[src/shared/ldf_pkg.sv]
package ldf_pkg;
    localparam int NUM_CH = 10;
    localparam int EXT_FIRST_CH = 6;
    localparam int DLY_W = 16;
    localparam int ADDR_W = 8;

    localparam logic [1:0] CODE_SCG = 2'h0;
    localparam logic [1:0] CODE_OL = 2'h1;
    localparam logic [1:0] CODE_OCT = 2'h2;
    localparam logic [1:0] CODE_OK = 2'h3;

    localparam int CLK_PERIOD_NS = 10;
    localparam int NS_PER_US = 1000;
    localparam int TICK_CYCLES = NS_PER_US / CLK_PERIOD_NS;
    localparam int TD_MIN_US = 100;
    localparam int TD_MAX_US = 220;
    localparam int TD_EXT1_TYP_US = 2500;
    localparam int TD_EXT1_MAX_US = 3450;
    localparam int TD_EXT2_TYP_US = 5000;
    localparam int TD_EXT2_MAX_US = 7300;

    localparam logic [ADDR_W-1:0] OFF_FAULT_CODES = 8'h00;
    localparam logic [ADDR_W-1:0] OFF_CONTROL = 8'h04;
    localparam logic [ADDR_W-1:0] OFF_DIAG_CLEAR = 8'h08;
    localparam logic [ADDR_W-1:0] OFF_IRQ_STATUS = 8'h0c;
    localparam logic [ADDR_W-1:0] OFF_IRQ_CLEAR = 8'h10;
    localparam logic [ADDR_W-1:0] OFF_IRQ_ENABLE = 8'h14;

    localparam int CTRL_BT_EN_POS = 0;
    localparam int CTRL_BT_LEN_POS = 1;
    localparam int CTRL_OFF_DIAG_POS = 8;
    localparam logic [31:0] CTRL_MASK = 32'h0003ff03;
    localparam logic [31:0] CTRL_RST = 32'h0003ff00;
    localparam logic [31:0] IRQ_ENABLE_RST = 32'h00000000;

    localparam logic [1:0] RESP_OKAY = 2'h0;
    localparam logic [1:0] RESP_SLVERR = 2'h2;
endpackage

[src/shared/ldf_chan_if.sv]
`timescale 1ns/1ps
interface ldf_chan_if;
    logic short_to_ground_code;
    logic ol;
    logic overcurrent_overtemp_code;
    logic on_req;
    logic off_diag_en;
    logic clear;
    logic tick;
    logic [ldf_pkg::DLY_W-1:0] delay;
    logic [1:0] code;
    logic drive;
    logic fault_evt;
    modport ctrl (output short_to_ground_code, ol, overcurrent_overtemp_code, on_req, off_diag_en, clear, tick,
                  delay, input code, drive, fault_evt);
    modport chan (input short_to_ground_code, ol, overcurrent_overtemp_code, on_req, off_diag_en, clear, tick,
                  delay, output code, drive, fault_evt);
endinterface

[src/hdl/ldf_top.sv]
// The AXI4-Lite slave port and the address map are this design's own decisions.
`timescale 1ns/1ps
// Overview of operation
// - Two-bit code per channel, 11 means ok
// - Newest detection overwrites the stored code
// - Overcurrent switches channel off, stores 10
// - Load codes stored only after filter delay
// - Open/short swap keeps timer, stores latest
// - Blind bit clear gives standard delay everywhere
// - Channels 7-10 get 2.5ms or 5ms delay
// - Extended delay also filters short to ground
// - Overcurrent channel stays off until cleared
// - Protection during code write is held
module ldf_top #(
    parameter int NUM_CH = ldf_pkg::NUM_CH,
    parameter int TICK_CYCLES = ldf_pkg::TICK_CYCLES,
    parameter int TD_STD_US = ldf_pkg::TD_MAX_US,
    parameter int TD_EXT1_US = ldf_pkg::TD_EXT1_TYP_US,
    parameter int TD_EXT2_US = ldf_pkg::TD_EXT2_TYP_US
) (
    input wire logic clk_in,
    input wire logic nrst_in,
    input wire logic [NUM_CH-1:0] scg_det_in,
    input wire logic [NUM_CH-1:0] ol_det_in,
    input wire logic [NUM_CH-1:0] oct_det_in,
    input wire logic [NUM_CH-1:0] ch_on_in,
    output logic [NUM_CH-1:0] ch_drive_out,
    output logic irq_out,
    input wire logic [ldf_pkg::ADDR_W-1:0] s_axi_awaddr_in,
    input wire logic s_axi_awvalid_in,
    output logic s_axi_awready_out,
    input wire logic [31:0] s_axi_wdata_in,
    input wire logic [3:0] s_axi_wstrb_in,
    input wire logic s_axi_wvalid_in,
    output logic s_axi_wready_out,
    output logic [1:0] s_axi_bresp_out,
    output logic s_axi_bvalid_out,
    input wire logic s_axi_bready_in,
    input wire logic [ldf_pkg::ADDR_W-1:0] s_axi_araddr_in,
    input wire logic s_axi_arvalid_in,
    output logic s_axi_arready_out,
    output logic [31:0] s_axi_rdata_out,
    output logic [1:0] s_axi_rresp_out,
    output logic s_axi_rvalid_out,
    input wire logic s_axi_rready_in
);
    localparam int DW = ldf_pkg::DLY_W;

    logic [15:0] tick_cnt;
    logic tick;
    logic aw_hold;
    logic w_hold;
    logic [ldf_pkg::ADDR_W-1:0] aw_addr;
    logic [31:0] w_data;
    logic [3:0] w_strb;
    logic [31:0] ctrl;
    logic [NUM_CH-1:0] irq_status;
    logic [NUM_CH-1:0] irq_enable;
    logic [2*NUM_CH-1:0] codes;
    logic [NUM_CH-1:0] drive;
    logic [NUM_CH-1:0] fault_evt;
    logic [DW-1:0] dly_sel [NUM_CH];

    // One-microsecond enable for the filter timers
    wire tick_wrap = (tick_cnt == 16'(TICK_CYCLES - 1));
    always_ff @(posedge clk_in or negedge nrst_in) begin
        if (!nrst_in) begin
            tick_cnt <= '0;
            tick <= 1'b0;
        end else begin
            tick_cnt <= tick_wrap ? 16'h0 : tick_cnt + 16'h1;
            tick <= tick_wrap;
        end
    end

    wire bt_en = ctrl[ldf_pkg::CTRL_BT_EN_POS];
    wire bt_len = ctrl[ldf_pkg::CTRL_BT_LEN_POS];
    wire [NUM_CH-1:0] off_diag_en =
        ctrl[ldf_pkg::CTRL_OFF_DIAG_POS +: NUM_CH];

    // Write side of the register bus
    wire do_wr = aw_hold & w_hold & ~s_axi_bvalid_out;
    wire wr_ctrl = do_wr && aw_addr == ldf_pkg::OFF_CONTROL;
    wire wr_clear = do_wr && aw_addr == ldf_pkg::OFF_DIAG_CLEAR;
    wire wr_iclr = do_wr && aw_addr == ldf_pkg::OFF_IRQ_CLEAR;
    wire wr_ien = do_wr && aw_addr == ldf_pkg::OFF_IRQ_ENABLE;
    wire wr_ro = do_wr && (aw_addr == ldf_pkg::OFF_FAULT_CODES ||
        aw_addr == ldf_pkg::OFF_IRQ_STATUS);
    wire wr_ok = wr_ctrl | wr_clear | wr_iclr | wr_ien | wr_ro;
    wire [31:0] wmask = {{8{w_strb[3]}}, {8{w_strb[2]}},
        {8{w_strb[1]}}, {8{w_strb[0]}}};
    wire [31:0] ctrl_wm = wmask & ldf_pkg::CTRL_MASK;
    wire [NUM_CH-1:0] clear_vec =
        wr_clear ? w_data[NUM_CH-1:0] : '0;
    wire [NUM_CH-1:0] iclr_vec = wr_iclr ? w_data[NUM_CH-1:0] : '0;

    assign s_axi_awready_out = ~aw_hold & ~s_axi_bvalid_out;
    assign s_axi_wready_out = ~w_hold & ~s_axi_bvalid_out;

    always_ff @(posedge clk_in or negedge nrst_in) begin
        if (!nrst_in) begin
            aw_hold <= 1'b0;
            w_hold <= 1'b0;
            aw_addr <= '0;
            w_data <= '0;
            w_strb <= '0;
            s_axi_bvalid_out <= 1'b0;
            s_axi_bresp_out <= ldf_pkg::RESP_OKAY;
        end else begin
            if (s_axi_awvalid_in && s_axi_awready_out) begin
                aw_hold <= 1'b1;
                aw_addr <= s_axi_awaddr_in;
            end
            if (s_axi_wvalid_in && s_axi_wready_out) begin
                w_hold <= 1'b1;
                w_data <= s_axi_wdata_in;
                w_strb <= s_axi_wstrb_in;
            end
            if (do_wr) begin
                aw_hold <= 1'b0;
                w_hold <= 1'b0;
                s_axi_bvalid_out <= 1'b1;
                s_axi_bresp_out <= wr_ok ? ldf_pkg::RESP_OKAY
                                         : ldf_pkg::RESP_SLVERR;
            end else if (s_axi_bready_in) begin
                s_axi_bvalid_out <= 1'b0;
            end
        end
    end

    always_ff @(posedge clk_in or negedge nrst_in) begin
        if (!nrst_in) begin
            ctrl <= ldf_pkg::CTRL_RST;
            irq_enable <= NUM_CH'(ldf_pkg::IRQ_ENABLE_RST);
            irq_status <= '0;
        end else begin
            if (wr_ctrl) begin
                ctrl <= (ctrl & ~ctrl_wm) | (w_data & ctrl_wm);
            end
            if (wr_ien) begin
                irq_enable <= w_data[NUM_CH-1:0];
            end
            irq_status <= (irq_status & ~iclr_vec) | fault_evt;
        end
    end

    assign irq_out = |(irq_status & irq_enable);

    // Read side of the register bus
    wire [ldf_pkg::ADDR_W-1:0] ra = s_axi_araddr_in;
    wire rd_codes = ra == ldf_pkg::OFF_FAULT_CODES;
    wire rd_ctrl = ra == ldf_pkg::OFF_CONTROL;
    wire rd_stat = ra == ldf_pkg::OFF_IRQ_STATUS;
    wire rd_ien = ra == ldf_pkg::OFF_IRQ_ENABLE;
    wire rd_wo = ra == ldf_pkg::OFF_DIAG_CLEAR ||
        ra == ldf_pkg::OFF_IRQ_CLEAR;
    wire rd_ok = rd_codes | rd_ctrl | rd_stat | rd_ien | rd_wo;
    wire [31:0] rd_val =
        rd_codes ? 32'(codes) :
        rd_ctrl ? ctrl :
        rd_stat ? 32'(irq_status) :
        rd_ien ? 32'(irq_enable) : 32'h0;

    assign s_axi_arready_out = ~s_axi_rvalid_out;

    always_ff @(posedge clk_in or negedge nrst_in) begin
        if (!nrst_in) begin
            s_axi_rvalid_out <= 1'b0;
            s_axi_rdata_out <= '0;
            s_axi_rresp_out <= ldf_pkg::RESP_OKAY;
        end else if (s_axi_arvalid_in && s_axi_arready_out) begin
            s_axi_rvalid_out <= 1'b1;
            s_axi_rdata_out <= rd_val;
            s_axi_rresp_out <= rd_ok ? ldf_pkg::RESP_OKAY
                                     : ldf_pkg::RESP_SLVERR;
        end else if (s_axi_rready_in) begin
            s_axi_rvalid_out <= 1'b0;
        end
    end

    for (genvar i = 0; i < NUM_CH; i++) begin : g_ch
        ldf_chan_if u_if ();
        // Blind time extension only for the upper channel group
        assign dly_sel[i] = (bt_en && i >= ldf_pkg::EXT_FIRST_CH) ?
            (bt_len ? DW'(TD_EXT2_US) : DW'(TD_EXT1_US)) :
            DW'(TD_STD_US);
        assign u_if.short_to_ground_code = scg_det_in[i];
        assign u_if.ol = ol_det_in[i];
        assign u_if.overcurrent_overtemp_code = oct_det_in[i];
        assign u_if.on_req = ch_on_in[i];
        assign u_if.off_diag_en = off_diag_en[i];
        assign u_if.clear = clear_vec[i];
        assign u_if.tick = tick;
        assign u_if.delay = dly_sel[i];
        assign codes[2*i +: 2] = u_if.code;
        assign drive[i] = u_if.drive;
        assign fault_evt[i] = u_if.fault_evt;
        ldf_chan_filter u_ch (
            .clk_in(clk_in),
            .nrst_in(nrst_in),
            .ch(u_if.chan)
        );

    end

    assign ch_drive_out = drive;
endmodule

[src/hdl/ldf_chan_filter.sv]
`timescale 1ns/1ps
module ldf_chan_filter (
    input wire logic clk_in,
    input wire logic nrst_in,
    ldf_chan_if.chan ch
);
    logic [1:0] code;
    logic [1:0] next_code;
    logic [ldf_pkg::DLY_W-1:0] cnt;
    logic pend_oct;
    logic latched;
    logic drive;
    logic evt;

    // Load conditions are filtered only while off diagnosis is enabled
    wire act = ch.off_diag_en & (ch.short_to_ground_code | ch.ol);
    wire [1:0] latest = ch.short_to_ground_code ? ldf_pkg::CODE_SCG : ldf_pkg::CODE_OL;
    wire expire = act & ch.tick &
        (cnt == ch.delay - ldf_pkg::DLY_W'(1));
    wire oct_now = ch.overcurrent_overtemp_code | pend_oct;
    wire next_latched = ch.clear ? 1'b0 : (latched | oct_now);
    wire next_pend = ch.clear ? ch.overcurrent_overtemp_code : (expire & oct_now);

    always_comb begin
        if (ch.clear) begin
            next_code = ldf_pkg::CODE_OK;
        end else if (expire) begin
            next_code = latest;
        end else if (oct_now) begin
            next_code = ldf_pkg::CODE_OCT;
        end else begin
            next_code = code;
        end
    end

    always_ff @(posedge clk_in or negedge nrst_in) begin
        if (!nrst_in) begin
            code <= ldf_pkg::CODE_OK;
            cnt <= '0;
            pend_oct <= 1'b0;
            latched <= 1'b0;
            drive <= 1'b0;
            evt <= 1'b0;
        end else begin
            code <= next_code;
            pend_oct <= next_pend;
            latched <= next_latched;
            drive <= ch.on_req & ~next_latched & ~ch.overcurrent_overtemp_code;
            evt <= (next_code != code) && (next_code != ldf_pkg::CODE_OK);
            if (!act || ch.clear || expire) begin
                cnt <= '0;
            end else if (ch.tick) begin
                cnt <= cnt + ldf_pkg::DLY_W'(1);
            end
        end
    end

    assign ch.code = code;
    assign ch.drive = drive;
    assign ch.fault_evt = evt;
endmodule

[config.mk]
export PLATFORM = sky130hd
export DESIGN_NAME = ldf_top
export DESIGN_NICKNAME = d
export VERILOG_FILES = /design/src/shared/ldf_pkg.sv /design/src/shared/ldf_chan_if.sv /design/src/hdl/ldf_top.sv /design/src/hdl/ldf_chan_filter.sv
export SDC_FILE = /design/constraint.sdc
export NUM_CORES = 1
export LEC_CHECK = 0
export BUFFER_PORTS_ARGS = -buffer_cell sky130_fd_sc_hd__buf_2
export CAP_MARGIN = 30
export CORE_MARGIN = 1.5
export CORE_UTILIZATION = 40
export CTS_BUF_LIST = sky130_fd_sc_hd__clkbuf_2
export DETAILED_ROUTE_END_ITERATION = 16
export SLEW_MARGIN = 30
export SYNTH_ARGS = -nofsm -noshare
export SYNTH_HDL_FRONTEND = slang
export SYNTH_SLANG_ARGS = --single-unit
[constraint.sdc]
create_clock -name clk_in -period 3.09 [get_ports clk_in]
set_input_delay 0.618 -clock clk_in [delete_from_list [all_inputs] [get_ports clk_in]]
set_output_delay 0.618 -clock clk_in [all_outputs]
set_load 0.02 [all_outputs]
Yosys cells after proc, flatten, opt, wreduce, memory -nomap -nowiden
Cells that the tools add are included.

Register bits: 372.

Eq/ne operators: 41. Bitwise gates (word level): 134. Reduce and logical (&&, ||, !) cells: 67. Add/subtract/negate cells: 12. Muxes and demuxes: 99.

Operators with widths (number): 2-to-1 mux 16 bit (21); adder 16 x 1 -> 16 bit, second input constant (11); equality test 16 x 8 -> 1 bit, second input constant (6); AND 1 bit (64); equality test 16 bit (4); 2-to-1 mux 2 bit (32); 2-to-1 mux 32 bit (2); 2-to-1 mux 10 bit (4); 2-to-1 mux 1 bit (38); OR 1 bit (38); AND 32 x 18 -> 32 bit (1); AND 32 bit (1); equality test 8 x 4 -> 1 bit, second input constant (4); equality test 8 x 5 -> 1 bit, second input constant (4); inverter 18 -> 32 bit (1); OR 32 bit (1); nonzero test 2 bit (14); 2-to-1 mux 13 bit (2); inverter 1 bit (24); logical OR 1 bit (22); AND 10 bit (2); inequality test 2 bit (10); inequality test 2 bit, second input constant (10); logical AND 1 bit (18); other kinds (8) (19).

Logic depth before layout (Yosys ltp)
Gate-level depths: netlist (run 1).

Depth after elaboration: 9. Depth in mapped cells: 8. Gate-level depth less buffers: 6.

By module
A second synthesis (run 1) with hierarchy kept.

Cell total of the unflattened synthesis: 2327. Area, all modules: 21404.3 um^2.

Modules (own cells, without submodules): ldf_chan_filter (g_ch[0].u_ch ...) (cells an instance 192, area an instance 1665.3 um^2, instances 9); ldf_top (cells an instance 415, area an instance 4792.1 um^2, instances 1); ldf_chan_filter (g_ch[9].u_ch) (cells an instance 184, area an instance 1624.1 um^2, instances 1).

Worst setup path before layout (run 1)
No wires, ideal clock.

Kind: input -> register. From: input port s_axi_araddr_in[0] (netlist name). To: register s_axi_rdata_out[2]. Setup time: 0.084 ns. Buffers on the path: 1. Path slack: 0.626 ns. Stages on the path: 6. Data arrival time: 2.380 ns. Cell sequence: or4_1 > or4_1 > clkbuf_1 > nor2_1 > a222oi_1 > o21ai_0.

Longest elaborated chain between the ends: 5. Elaborated cells on any way between the ends: 8. Those cells by class: eq/ne (3); mux (4); reduce/logical (1).

Ends and longest elaborated chain: start, declared (RTL line ldf_top.sv:39) `input wire logic [ldf_pkg::ADDR_W-1:0] s_axi_araddr_in,`; equality test 8 x 5 -> 1 bit (RTL line ldf_top.sv:154) `wire rd_ien = ra == ldf_pkg::OFF_IRQ_ENABLE;`; 2-to-1 mux 10 bit (RTL line ldf_top.sv:162) `rd_ien ? 32'(irq_enable) : 32'h0;`; 2-to-1 mux 10 bit (RTL line ldf_top.sv:161) `rd_stat ? 32'(irq_status) :`; 2-to-1 mux 32 bit (RTL line ldf_top.sv:160) `rd_ctrl ? ctrl :`; 2-to-1 mux 32 bit * (RTL line ldf_top.sv:159) `rd_codes ? 32'(codes) :`; end signal, assigned (RTL line ldf_top.sv:173) `s_axi_rdata_out <= rd_val;`; end, declared (RTL line ldf_top.sv:42) `output logic [31:0] s_axi_rdata_out,`.

Mark *: on every way between the ends. The rest lies on a longest branch, timed or not. A chain may end at the register's enable or synchronous reset.

Final worst setup path (run 1)
From: register irq_status[6]. To: output port irq_out.

Longest elaborated chain between the ends: 2.

Ends and longest elaborated chain: start, declared (RTL line ldf_top.sv:57) `logic [NUM_CH-1:0] irq_status;`; start signal, assigned (RTL line ldf_top.sv:143) `irq_status <= (irq_status & ~iclr_vec) | fault_evt;`; AND 10 bit (RTL line ldf_top.sv:147) `assign irq_out = |(irq_status & irq_enable);`; OR reduction 10 bit (RTL line ldf_top.sv:147); end, declared (RTL line ldf_top.sv:28) `output logic irq_out,`.

Every way passes these cells.

==> metrics.csv, run 1 <==
stage;metric;value;unit
routing;average wire per standard cell;15.8;um
yosys;yosys warns;0;
global_routing;global routing's busiest layer;met2;
worst_hold_path;HP Class;input port to flip-flop;
global_routing;met2 demand-to-capacity share in global routing;0.301;
cells_and_area;nets;1826;
pwr;Max rail drop VDD;0.180;mV
global_routing;pin count of the biggest net entering global routing;74;
cts;number of buffers on the longest clock path;3;
sta;peak clock frequency supported by timing;352;MHz
sta;fin crit period;2840;ps
floorplanning;effective utilization at floorplan;0.409;
run;reported max-cap violation count;0;
global_routing;total congestion overflow after global routing;0;
critical_path;Data arrival, critical path;2220;ps
critical_path;Crit Path Category;flip-flop to primary output;
cts;clock-pin slew of the registers on the worst-case setup and hold paths;100;ps
sta;final worst clock skew;57.8;ps
cells_and_area;fraction of final layout cells sized beyond drive strength 1;0.223;
cells_and_area;relative area change from synthesis to final layout;17.4;%
global_routing;met1 demand-to-capacity share in global routing;0.260;
critical_path;Crit path buffers/inverters;1;
place;estimated wirelength of the detail-placed design;25000;um
place;total placed cells including tap cells;2063;
sta;setup TNS after final layout;0;ps
floorplanning;width of the chip;200;um
floorplanning;row cnt;71;
critical_path;endpoint type of the worst setup path;primary output;
routing;remaining number of nets flagged by the antenna check after routing;0;
cts;cell at the root of the clock tree;sky130_fd_sc_hd__clkbuf_2;
cts;depth of the CTS H-tree;3;
yosys;share of synthesized flip-flops with an asynchronous set or reset;1.00;
routing;DR vias;11600;
global_routing;number of global-route vias before repair;11800;
yosys;mean instance size in the synthesized netlist;10.6;um^2
yosys;post-synthesis cell count;1457;
yosys;share of synthesized area occupied by flip-flops and latches;0.526;
floorplanning;IO Pins;151;
sta;RSZ-0062 raised after global routing;no;
yosys;flops & latches, synth;324;
pwr;Leak Pwr;0.00794;uW
floorplanning;core region area;37800;um^2
global_routing;number of antenna violations at the first check in global routing;1;
global_routing;wire length of the first global-routing pass;60000;um
sta;share of the clock period used by the worst path after layout;0.919;
cts;clock tree from TritonCTS;yes;
routing;aggregate routed wire length;36300;um
cts;CTS buffer count;88;
sta;Worst-Margin Slew;833;ps
place;placer's final routability congestion estimate;0.808;
critical_path;required time of the worst setup path;2470;ps
cts;TritonCTS Sinks;324;
place;IO Port Bufs;121;
sta;number of pins exceeding their max-slew limit in the final report;0;
sta;relative max-transition margin;0.443;
yosys;area share of the largest cell type after synthesis;0.475;
critical_path;kind of cell adding the most delay to the critical path;compound AO/OA/AOI/OAI gates;
cts;clock latency on the worst-skew pair;910;ps
sta;# setup viols final;0;
critical_path;maximum fanout count along the critical path;3;
yosys;Synth Cell Area;15500;um^2
critical_path;startpoint kind of the worst setup timing path;flip-flop;
pwr;areal power density over the cells;490;nW/um^2
global_routing;routing usage on met3;0.0412;
floorplanning;height of the die;200;um
critical_path;library cell contributing the largest single delay on the critical path;sky130_fd_sc_hd__dfrtp_1;
global_routing;Global Route Usage Sum;0.191;
routing;vias per inst;5.06;
routing;detailed-route DRC error count;0;
critical_path;CP max stage delay;420;ps
sta;count of endpoints failing hold in the final timing report;0;
cells_and_area;share of the core filled with cells in the final layout;0.480;
yosys;Yosys cell types;71;
cts;setup bufs post-CTS;0;
floorplanning;area of the die;39900;um^2
cells_and_area;number of standard cells in the final layout excluding fillers;2301;
yosys;number of enable flip-flop cells after synthesis;0;
critical_path;sequence of cells on the critical path;a22o_1, a221oi_1, nand4_1, buf_2;
routing;DR iter-0 viols;509;
yosys;top cells by area, synth;sky130_fd_sc_hd__dfrtp_1 (48%), sky130_fd_sc_hd__nor2_1 (5.4%), sky130_fd_sc_hd__xor2_1 (5.1%), sky130_fd_sc_hd__dfstp_2 (5.1%), sky130_fd_sc_hd__xnor2_1 (4.2%);
run_status;status;finished clean;
yosys;most used flip-flop cell after synthesis;sky130_fd_sc_hd__dfrtp_1;
yosys;cell type contributing the most total cell area after synthesis;sky130_fd_sc_hd__dfrtp_1;
routing;iteration count of the initial detailed-routing pass;6;
[cell families after synthesis]
logic type | share of synthesized area
compound gates | 0.0714
xor+xnor | 0.0934
fa+ha+maj | 0.00889
buf+inv | 0.0264
flops | 0.526
mux | 0.0624
other cells | 0.000242
simple gates | 0.211
[path summary, 6_finish.rpt]
kind,startpoint,to,slack (ps),depth (start not counted)
worst min-delay path,ol_det_in[5],g_ch[5].u_ch.ch.code[1]$_DFF_PN1_,200,3
min in group asynchronous,nrst_in,g_ch[9].u_ch.cnt[1]$_DFFE_PN0P_,260,2
max in group asynchronous,nrst_in,g_ch[2].u_ch.ch.code[0]$_DFF_PN1_,1890,3
worst max-delay path,irq_status[6]$_DFF_PN0_,irq_out,250,4
worst max register to register,aw_addr[3]$_DFFE_PN0P_,g_ch[1].u_ch.ch.drive$_DFF_PN0_,280,7
worst min register to register,g_ch[0].u_ch.ch.fault_evt$_DFF_PN0_,irq_status[0]$_DFF_PN0_,410,1
[cells in the final DEF, fill, tap and decap left out, types with 7 or more instances in the layout]
cell type | netlist | layout
sky130_fd_sc_hd__or4_1 | 11 | 11
sky130_fd_sc_hd__nor2_1 | 223 | 223
sky130_fd_sc_hd__nand3_1 | 62 | 62
sky130_fd_sc_hd__nor4_1 | 18 | 17
sky130_fd_sc_hd__clkbuf_2 | 0 | 142
sky130_fd_sc_hd__and3b_1 | 10 | 10
sky130_fd_sc_hd__o31ai_1 | 17 | 17
sky130_fd_sc_hd__buf_4 | 24 | 20
sky130_fd_sc_hd__nor3b_1 | 11 | 11
sky130_fd_sc_hd__inv_1 | 12 | 12
sky130_fd_sc_hd__a222oi_1 | 7 | 7
sky130_fd_sc_hd__o31a_1 | 10 | 10
sky130_fd_sc_hd__conb_1 | 1 | 14
sky130_fd_sc_hd__and3_1 | 26 | 26
sky130_fd_sc_hd__xor2_1 | 91 | 91
sky130_fd_sc_hd__o211a_1 | 9 | 9
sky130_fd_sc_hd__ha_1 | 11 | 11
sky130_fd_sc_hd__clkinv_1 | 0 | 15
sky130_fd_sc_hd__a21o_1 | 12 | 12
sky130_fd_sc_hd__dfrtp_1 | 294 | 293
sky130_fd_sc_hd__nand4_1 | 43 | 43
sky130_fd_sc_hd__o21ai_0 | 33 | 33
sky130_fd_sc_hd__buf_2 | 8 | 120
sky130_fd_sc_hd__nor3_1 | 24 | 24
sky130_fd_sc_hd__nor2b_1 | 18 | 18
sky130_fd_sc_hd__o21a_1 | 7 | 7
sky130_fd_sc_hd__and4_1 | 12 | 12
sky130_fd_sc_hd__dlygate4sd3_1 | 0 | 74
sky130_fd_sc_hd__xnor2_1 | 74 | 74
sky130_fd_sc_hd__nor4b_1 | 8 | 8
sky130_fd_sc_hd__a21oi_1 | 24 | 24
sky130_fd_sc_hd__dfstp_2 | 30 | 30
sky130_fd_sc_hd__mux2_2 | 52 | 52
sky130_fd_sc_hd__o211ai_1 | 13 | 13
sky130_fd_sc_hd__nand2_1 | 124 | 123
sky130_fd_sc_hd__mux2i_1 | 38 | 38
[routing by layer]
layer / part of all wire / wire, um
met3: 0.048 / 1750
met4: 0.022 / 801
met5: 0 / 0
met1: 0.48 / 17300
met2: 0.45 / 16400
[through the flow]
| stage | total power (uW) | hold slack [ps] | cell area [um^2] | setup WS (ps) |
|---|---|---|---|---|
| final | 8910 | 200 | 18200 | 249 |
| after CTS | 9070 | 98.2 | 18200 | 165 |
| after detailed placement | 5940 | 413 | 16600 | 264 |
| after global routing | 9460 | 145 | 18200 | 83.0 |
| after floorplan | 5480 | 322 | 15500 | 626 |
| after global placement | 5920 | 411 | 16600 | 322 |
[registers in the layout, indices dropped and copies added, names as in the netlist, 16 cells and up, named ones only]
name	cells
g_ch.u_ch.cnt	160
s_axi_rdata_out	20
w_data	18
g_ch.u_ch.ch.code	20
tick_cnt	16
[report_power, final]
group / leakage, uW / switching, uW / total [uW] / internal, uW
Sequential: 0.00424 / 324 / 4880 / 4550
Combinational: 0.00307 / 545 / 1040 / 494
Clock: 0.000634 / 1790 / 2990 / 1200
Total: 0.00794 / 2660 / 8910 / 6250
[Yosys cell counts (12+ instances only)]
cell type and instances:
sky130_fd_sc_hd__a21o_1 12, sky130_fd_sc_hd__a21oi_1 24, sky130_fd_sc_hd__and3_1 26, sky130_fd_sc_hd__and4_1 12, sky130_fd_sc_hd__buf_4 24, sky130_fd_sc_hd__clkbuf_1 21, sky130_fd_sc_hd__dfrtp_1 294, sky130_fd_sc_hd__dfstp_2 30
sky130_fd_sc_hd__inv_1 12, sky130_fd_sc_hd__mux2_2 52, sky130_fd_sc_hd__mux2i_1 38, sky130_fd_sc_hd__nand2_1 124, sky130_fd_sc_hd__nand3_1 62, sky130_fd_sc_hd__nand4_1 43, sky130_fd_sc_hd__nor2_1 223, sky130_fd_sc_hd__nor2b_1 18
sky130_fd_sc_hd__nor3_1 24, sky130_fd_sc_hd__nor4_1 18, sky130_fd_sc_hd__o211ai_1 13, sky130_fd_sc_hd__o21ai_0 33, sky130_fd_sc_hd__o31ai_1 17, sky130_fd_sc_hd__xnor2_1 74, sky130_fd_sc_hd__xor2_1 91
[repair_timing]
action / in CTS / in global routing
endpoints found under the hold margin: 139 / 0
resized for setup: 0 / 0
hold buffers: 74 / 0
[cell type report]
cell class,count,area (um^2)
Clock inverter,20,77.6
Clock buffer,142,711
Timing Repair Buffer,218,1570
Fill cell,3644,19700
Sequential cell,324,8150
Tap cell,511,639
Multi-Input combinational cell,1072,6990
Inverter,12,45.0
Antenna cell,2,5.00
[tightest hold or removal path, stage by stage]
cell	delay [ps]
sky130_fd_sc_hd__buf_2	110
sky130_fd_sc_hd__o211a_1	260
sky130_fd_sc_hd__o21ai_0	110
(Power assumes the default switching activity.)
==> run 2: changes to the inputs <==
Settings changed: BUFFER_PORTS_ARGS -buffer_cell sky130_fd_sc_hd__buf_2 to default, DONT_BUFFER_PORTS from default to 1.
==> run 2 against run 1 <==
Effect of this change: the flow now finishes with violations (hold timing); routed wire length up 1.3%; maximum frequency down 0.15%; via count down 3.0%; non-clock buffer count down 128; flip-flop and latch count unchanged; total power down 0.16%; die area unchanged; final cell count down 5.7%; global-route usage down 0.054 points; hold slack worse by 840 ps; combinational power down 20%; critical path type unchanged; largest power group unchanged.
==> metrics.csv, run 2 (synthesis gave the netlist of run 1 again) <==
stage;metric;value;unit
place;estimated wirelength of the detail-placed design;24100;um
cts;clock latency on the worst-skew pair;950;ps
cts;cell at the root of the clock tree;sky130_fd_sc_hd__clkbuf_2;
cts;depth of the CTS H-tree;3;
floorplanning;core region area;37800;um^2
floorplanning;effective utilization at floorplan;0.409;
global_routing;wire length of the first global-routing pass;59400;um
routing;detailed-route DRC error count;0;
cells_and_area;register with the most flip-flops;g_ch.u_ch.cnt;
sta;count of endpoints failing hold in the final timing report;324;
sta;# setup viols final;0;
global_routing;total congestion overflow after global routing;0;
routing;routed length on met1;16700;um
place;IO Port Bufs;0;
sta;Worst-Margin Slew;964;ps
global_routing;pin count of the biggest net entering global routing;325;
cts;CTS buffer count;87;
routing;sum of met3 wire segment lengths after detailed routing;2570;um
floorplanning;area of the die;39900;um^2
pwr;Leak Pwr;0.00735;uW
cts;Hold-fix buffers, CTS;74;
floorplanning;IO Pins;151;
worst_hold_path;HP Class;input port to async pin;
critical_path;reg2reg start;aw_addr[1]$_DFFE_PN0P_;
place;Placed Instance Area;15900;um^2
cells_and_area;footprint of the flip-flops and latches;8150;um^2
floorplanning;width of the chip;200;um
cells_and_area;number of fillers in the final layout;3631;
run_status;status;finished with violations;
sta;fin crit period;2840;ps
critical_path;maximum fanout count along the critical path;3;
place;pre-CTS setup slack;301;ps
cts;setup bufs post-CTS;0;
sta;number of pins exceeding their max-slew limit in the final report;0;
cts;TritonCTS Sinks;324;
critical_path;endpoint type of the worst setup path;primary output;
sta;share of the clock period used by the worst path after layout;0.921;
routing;iteration count of the initial detailed-routing pass;5;
critical_path;Critical path origin;irq_status[6]$_DFF_PN0_;
critical_path;required time of the worst setup path;2470;ps
routing;vias per inst;5.21;
cells_and_area;Largest regs;g_ch.u_ch.cnt (160), g_ch.u_ch.ch.code (20), s_axi_rdata_out (20);
routing;aggregate routed wire length;36800;um
floorplanning;height of the die;200;um
routing;remaining number of nets flagged by the antenna check after routing;0;
run;reported max-cap violation count;0;
sta;final setup margin;245;ps
critical_path;startpoint kind of the worst setup timing path;flip-flop;
cts;clock-pin slew of the registers on the worst-case setup and hold paths;100;ps
sta;relative max-transition margin;0.355;
cells_and_area;leading cell types in the layout, fill and taps excluded;sky130_fd_sc_hd__dfrtp_1 (293), sky130_fd_sc_hd__nor2_1 (223), sky130_fd_sc_hd__clkbuf_2 (135), sky130_fd_sc_hd__nand2_1 (123), sky130_fd_sc_hd__xor2_1 (91);
sta;final worst clock skew;88.7;ps
routing;DR iter-0 viols;706;
cells_and_area;nets;1697;
cts;clock tree from TritonCTS;yes;
cells_and_area;max FFs per register;160;
routing;DR vias;11300;
cells_and_area;fraction of final layout cells sized beyond drive strength 1;0.160;
global_routing;number of global-route vias before repair;11300;
critical_path;Data arrival, critical path;2230;ps
routing;highest metal layer with signal wires;met5;
cells_and_area;Post-Layout Inst Area;17500;um^2
cells_and_area;relative area change from synthesis to final layout;13.2;%
sta;hold slack final;-636;ps
sta;RSZ-0062 raised after global routing;no;
place;placer's final routability congestion estimate;0.797;
floorplanning;row cnt;71;
run_status;violated checks;hold timing;
routing;routed length on met2;16600;um
cells_and_area;Multi-input gate area;6990;um^2
routing;average wire per standard cell;17.0;um
pwr;Max rail drop VDD;0.336;mV
critical_path;Crit Path Category;flip-flop to primary output;
global_routing;number of antenna violations at the first check in global routing;4;
sta;setup TNS after final layout;0;ps
sta;peak clock frequency supported by timing;352;MHz
cells_and_area;most common library cell in the layout ignoring fill and taps;sky130_fd_sc_hd__dfrtp_1;
cts;Post-CTS Resized;0;
global_routing;Global Route Usage Sum;0.190;
pwr;areal power density over the cells;508;nW/um^2
cts;number of buffers on the longest clock path;3;
==> run 2: layout make-up <==
type,count,share of cell area
flip-flops and latches,324,0.465
multi-input cells,1072,0.399
repair buffers,90,0.0500
clock buffers,135,0.0386
well taps,511,0.0365
clock inverters,22,0.00814
inverters,12,0.00257
diodes,3,0.000428
==> run 2: final timing paths <==
check                      cells past startpoint  slack, ps                                  end
min in group clk_in                            3        110  g_ch[0].u_ch.ch.fault_evt$_DFF_PN0_
max reg2reg                                    5        260                            flip-flop
max                                            3        250                              irq_out
min reg2reg                                    1        430              irq_status[5]$_DFF_PN0_
max in group asynchronous                      0       2960      g_ch[1].u_ch.cnt[8]$_DFFE_PN0P_
min                                            0       -640      g_ch[2].u_ch.cnt[1]$_DFFE_PN0P_
==> run 2: where the power goes <==
part,total [uW],switching (uW),leakage [uW],internal [uW]
registers,4920,370,0.00424,4550
logic,829,410,0.00248,419
clock network,3140,1820,0.000636,1320
total,8890,2600,0.00735,6290
==> run 2: per-stage QoR <==
| stage | util | hold WS (ps) | std cells | total power (uW) |
|---|---|---|---|---|
| 6_report | 0.463 | -636 | 2169 | 8890 |
| 5_1_grt | 0.463 | -773 | 2169 | 9420 |
| 4_1_cts | 0.463 | -760 | 2165 | 9050 |
| 3_5_place_dp | 0.421 | 350 | 1934 | 5730 |
| 3_3_place_gp | 0.421 | 352 | 1934 | 5700 |
| 2_1_floorplan | - | 322 | 1470 | 5480 |
==> run 2: metal layers <==
layer / vias up / global-route usage
li1: 5420 / -
met2: 262 / 0.293
met1: 5538 / 0.251
met4: 2 / 0.0693
met3: 72 / 0.0596
met5: - / 0
==> run 2: critical path, cell delays in order (launching register included) <==
cell                       delay (ps)
sky130_fd_sc_hd__dfrtp_1          420
sky130_fd_sc_hd__a22o_1           240
sky130_fd_sc_hd__a221oi_1         200
sky130_fd_sc_hd__nand4_1          420
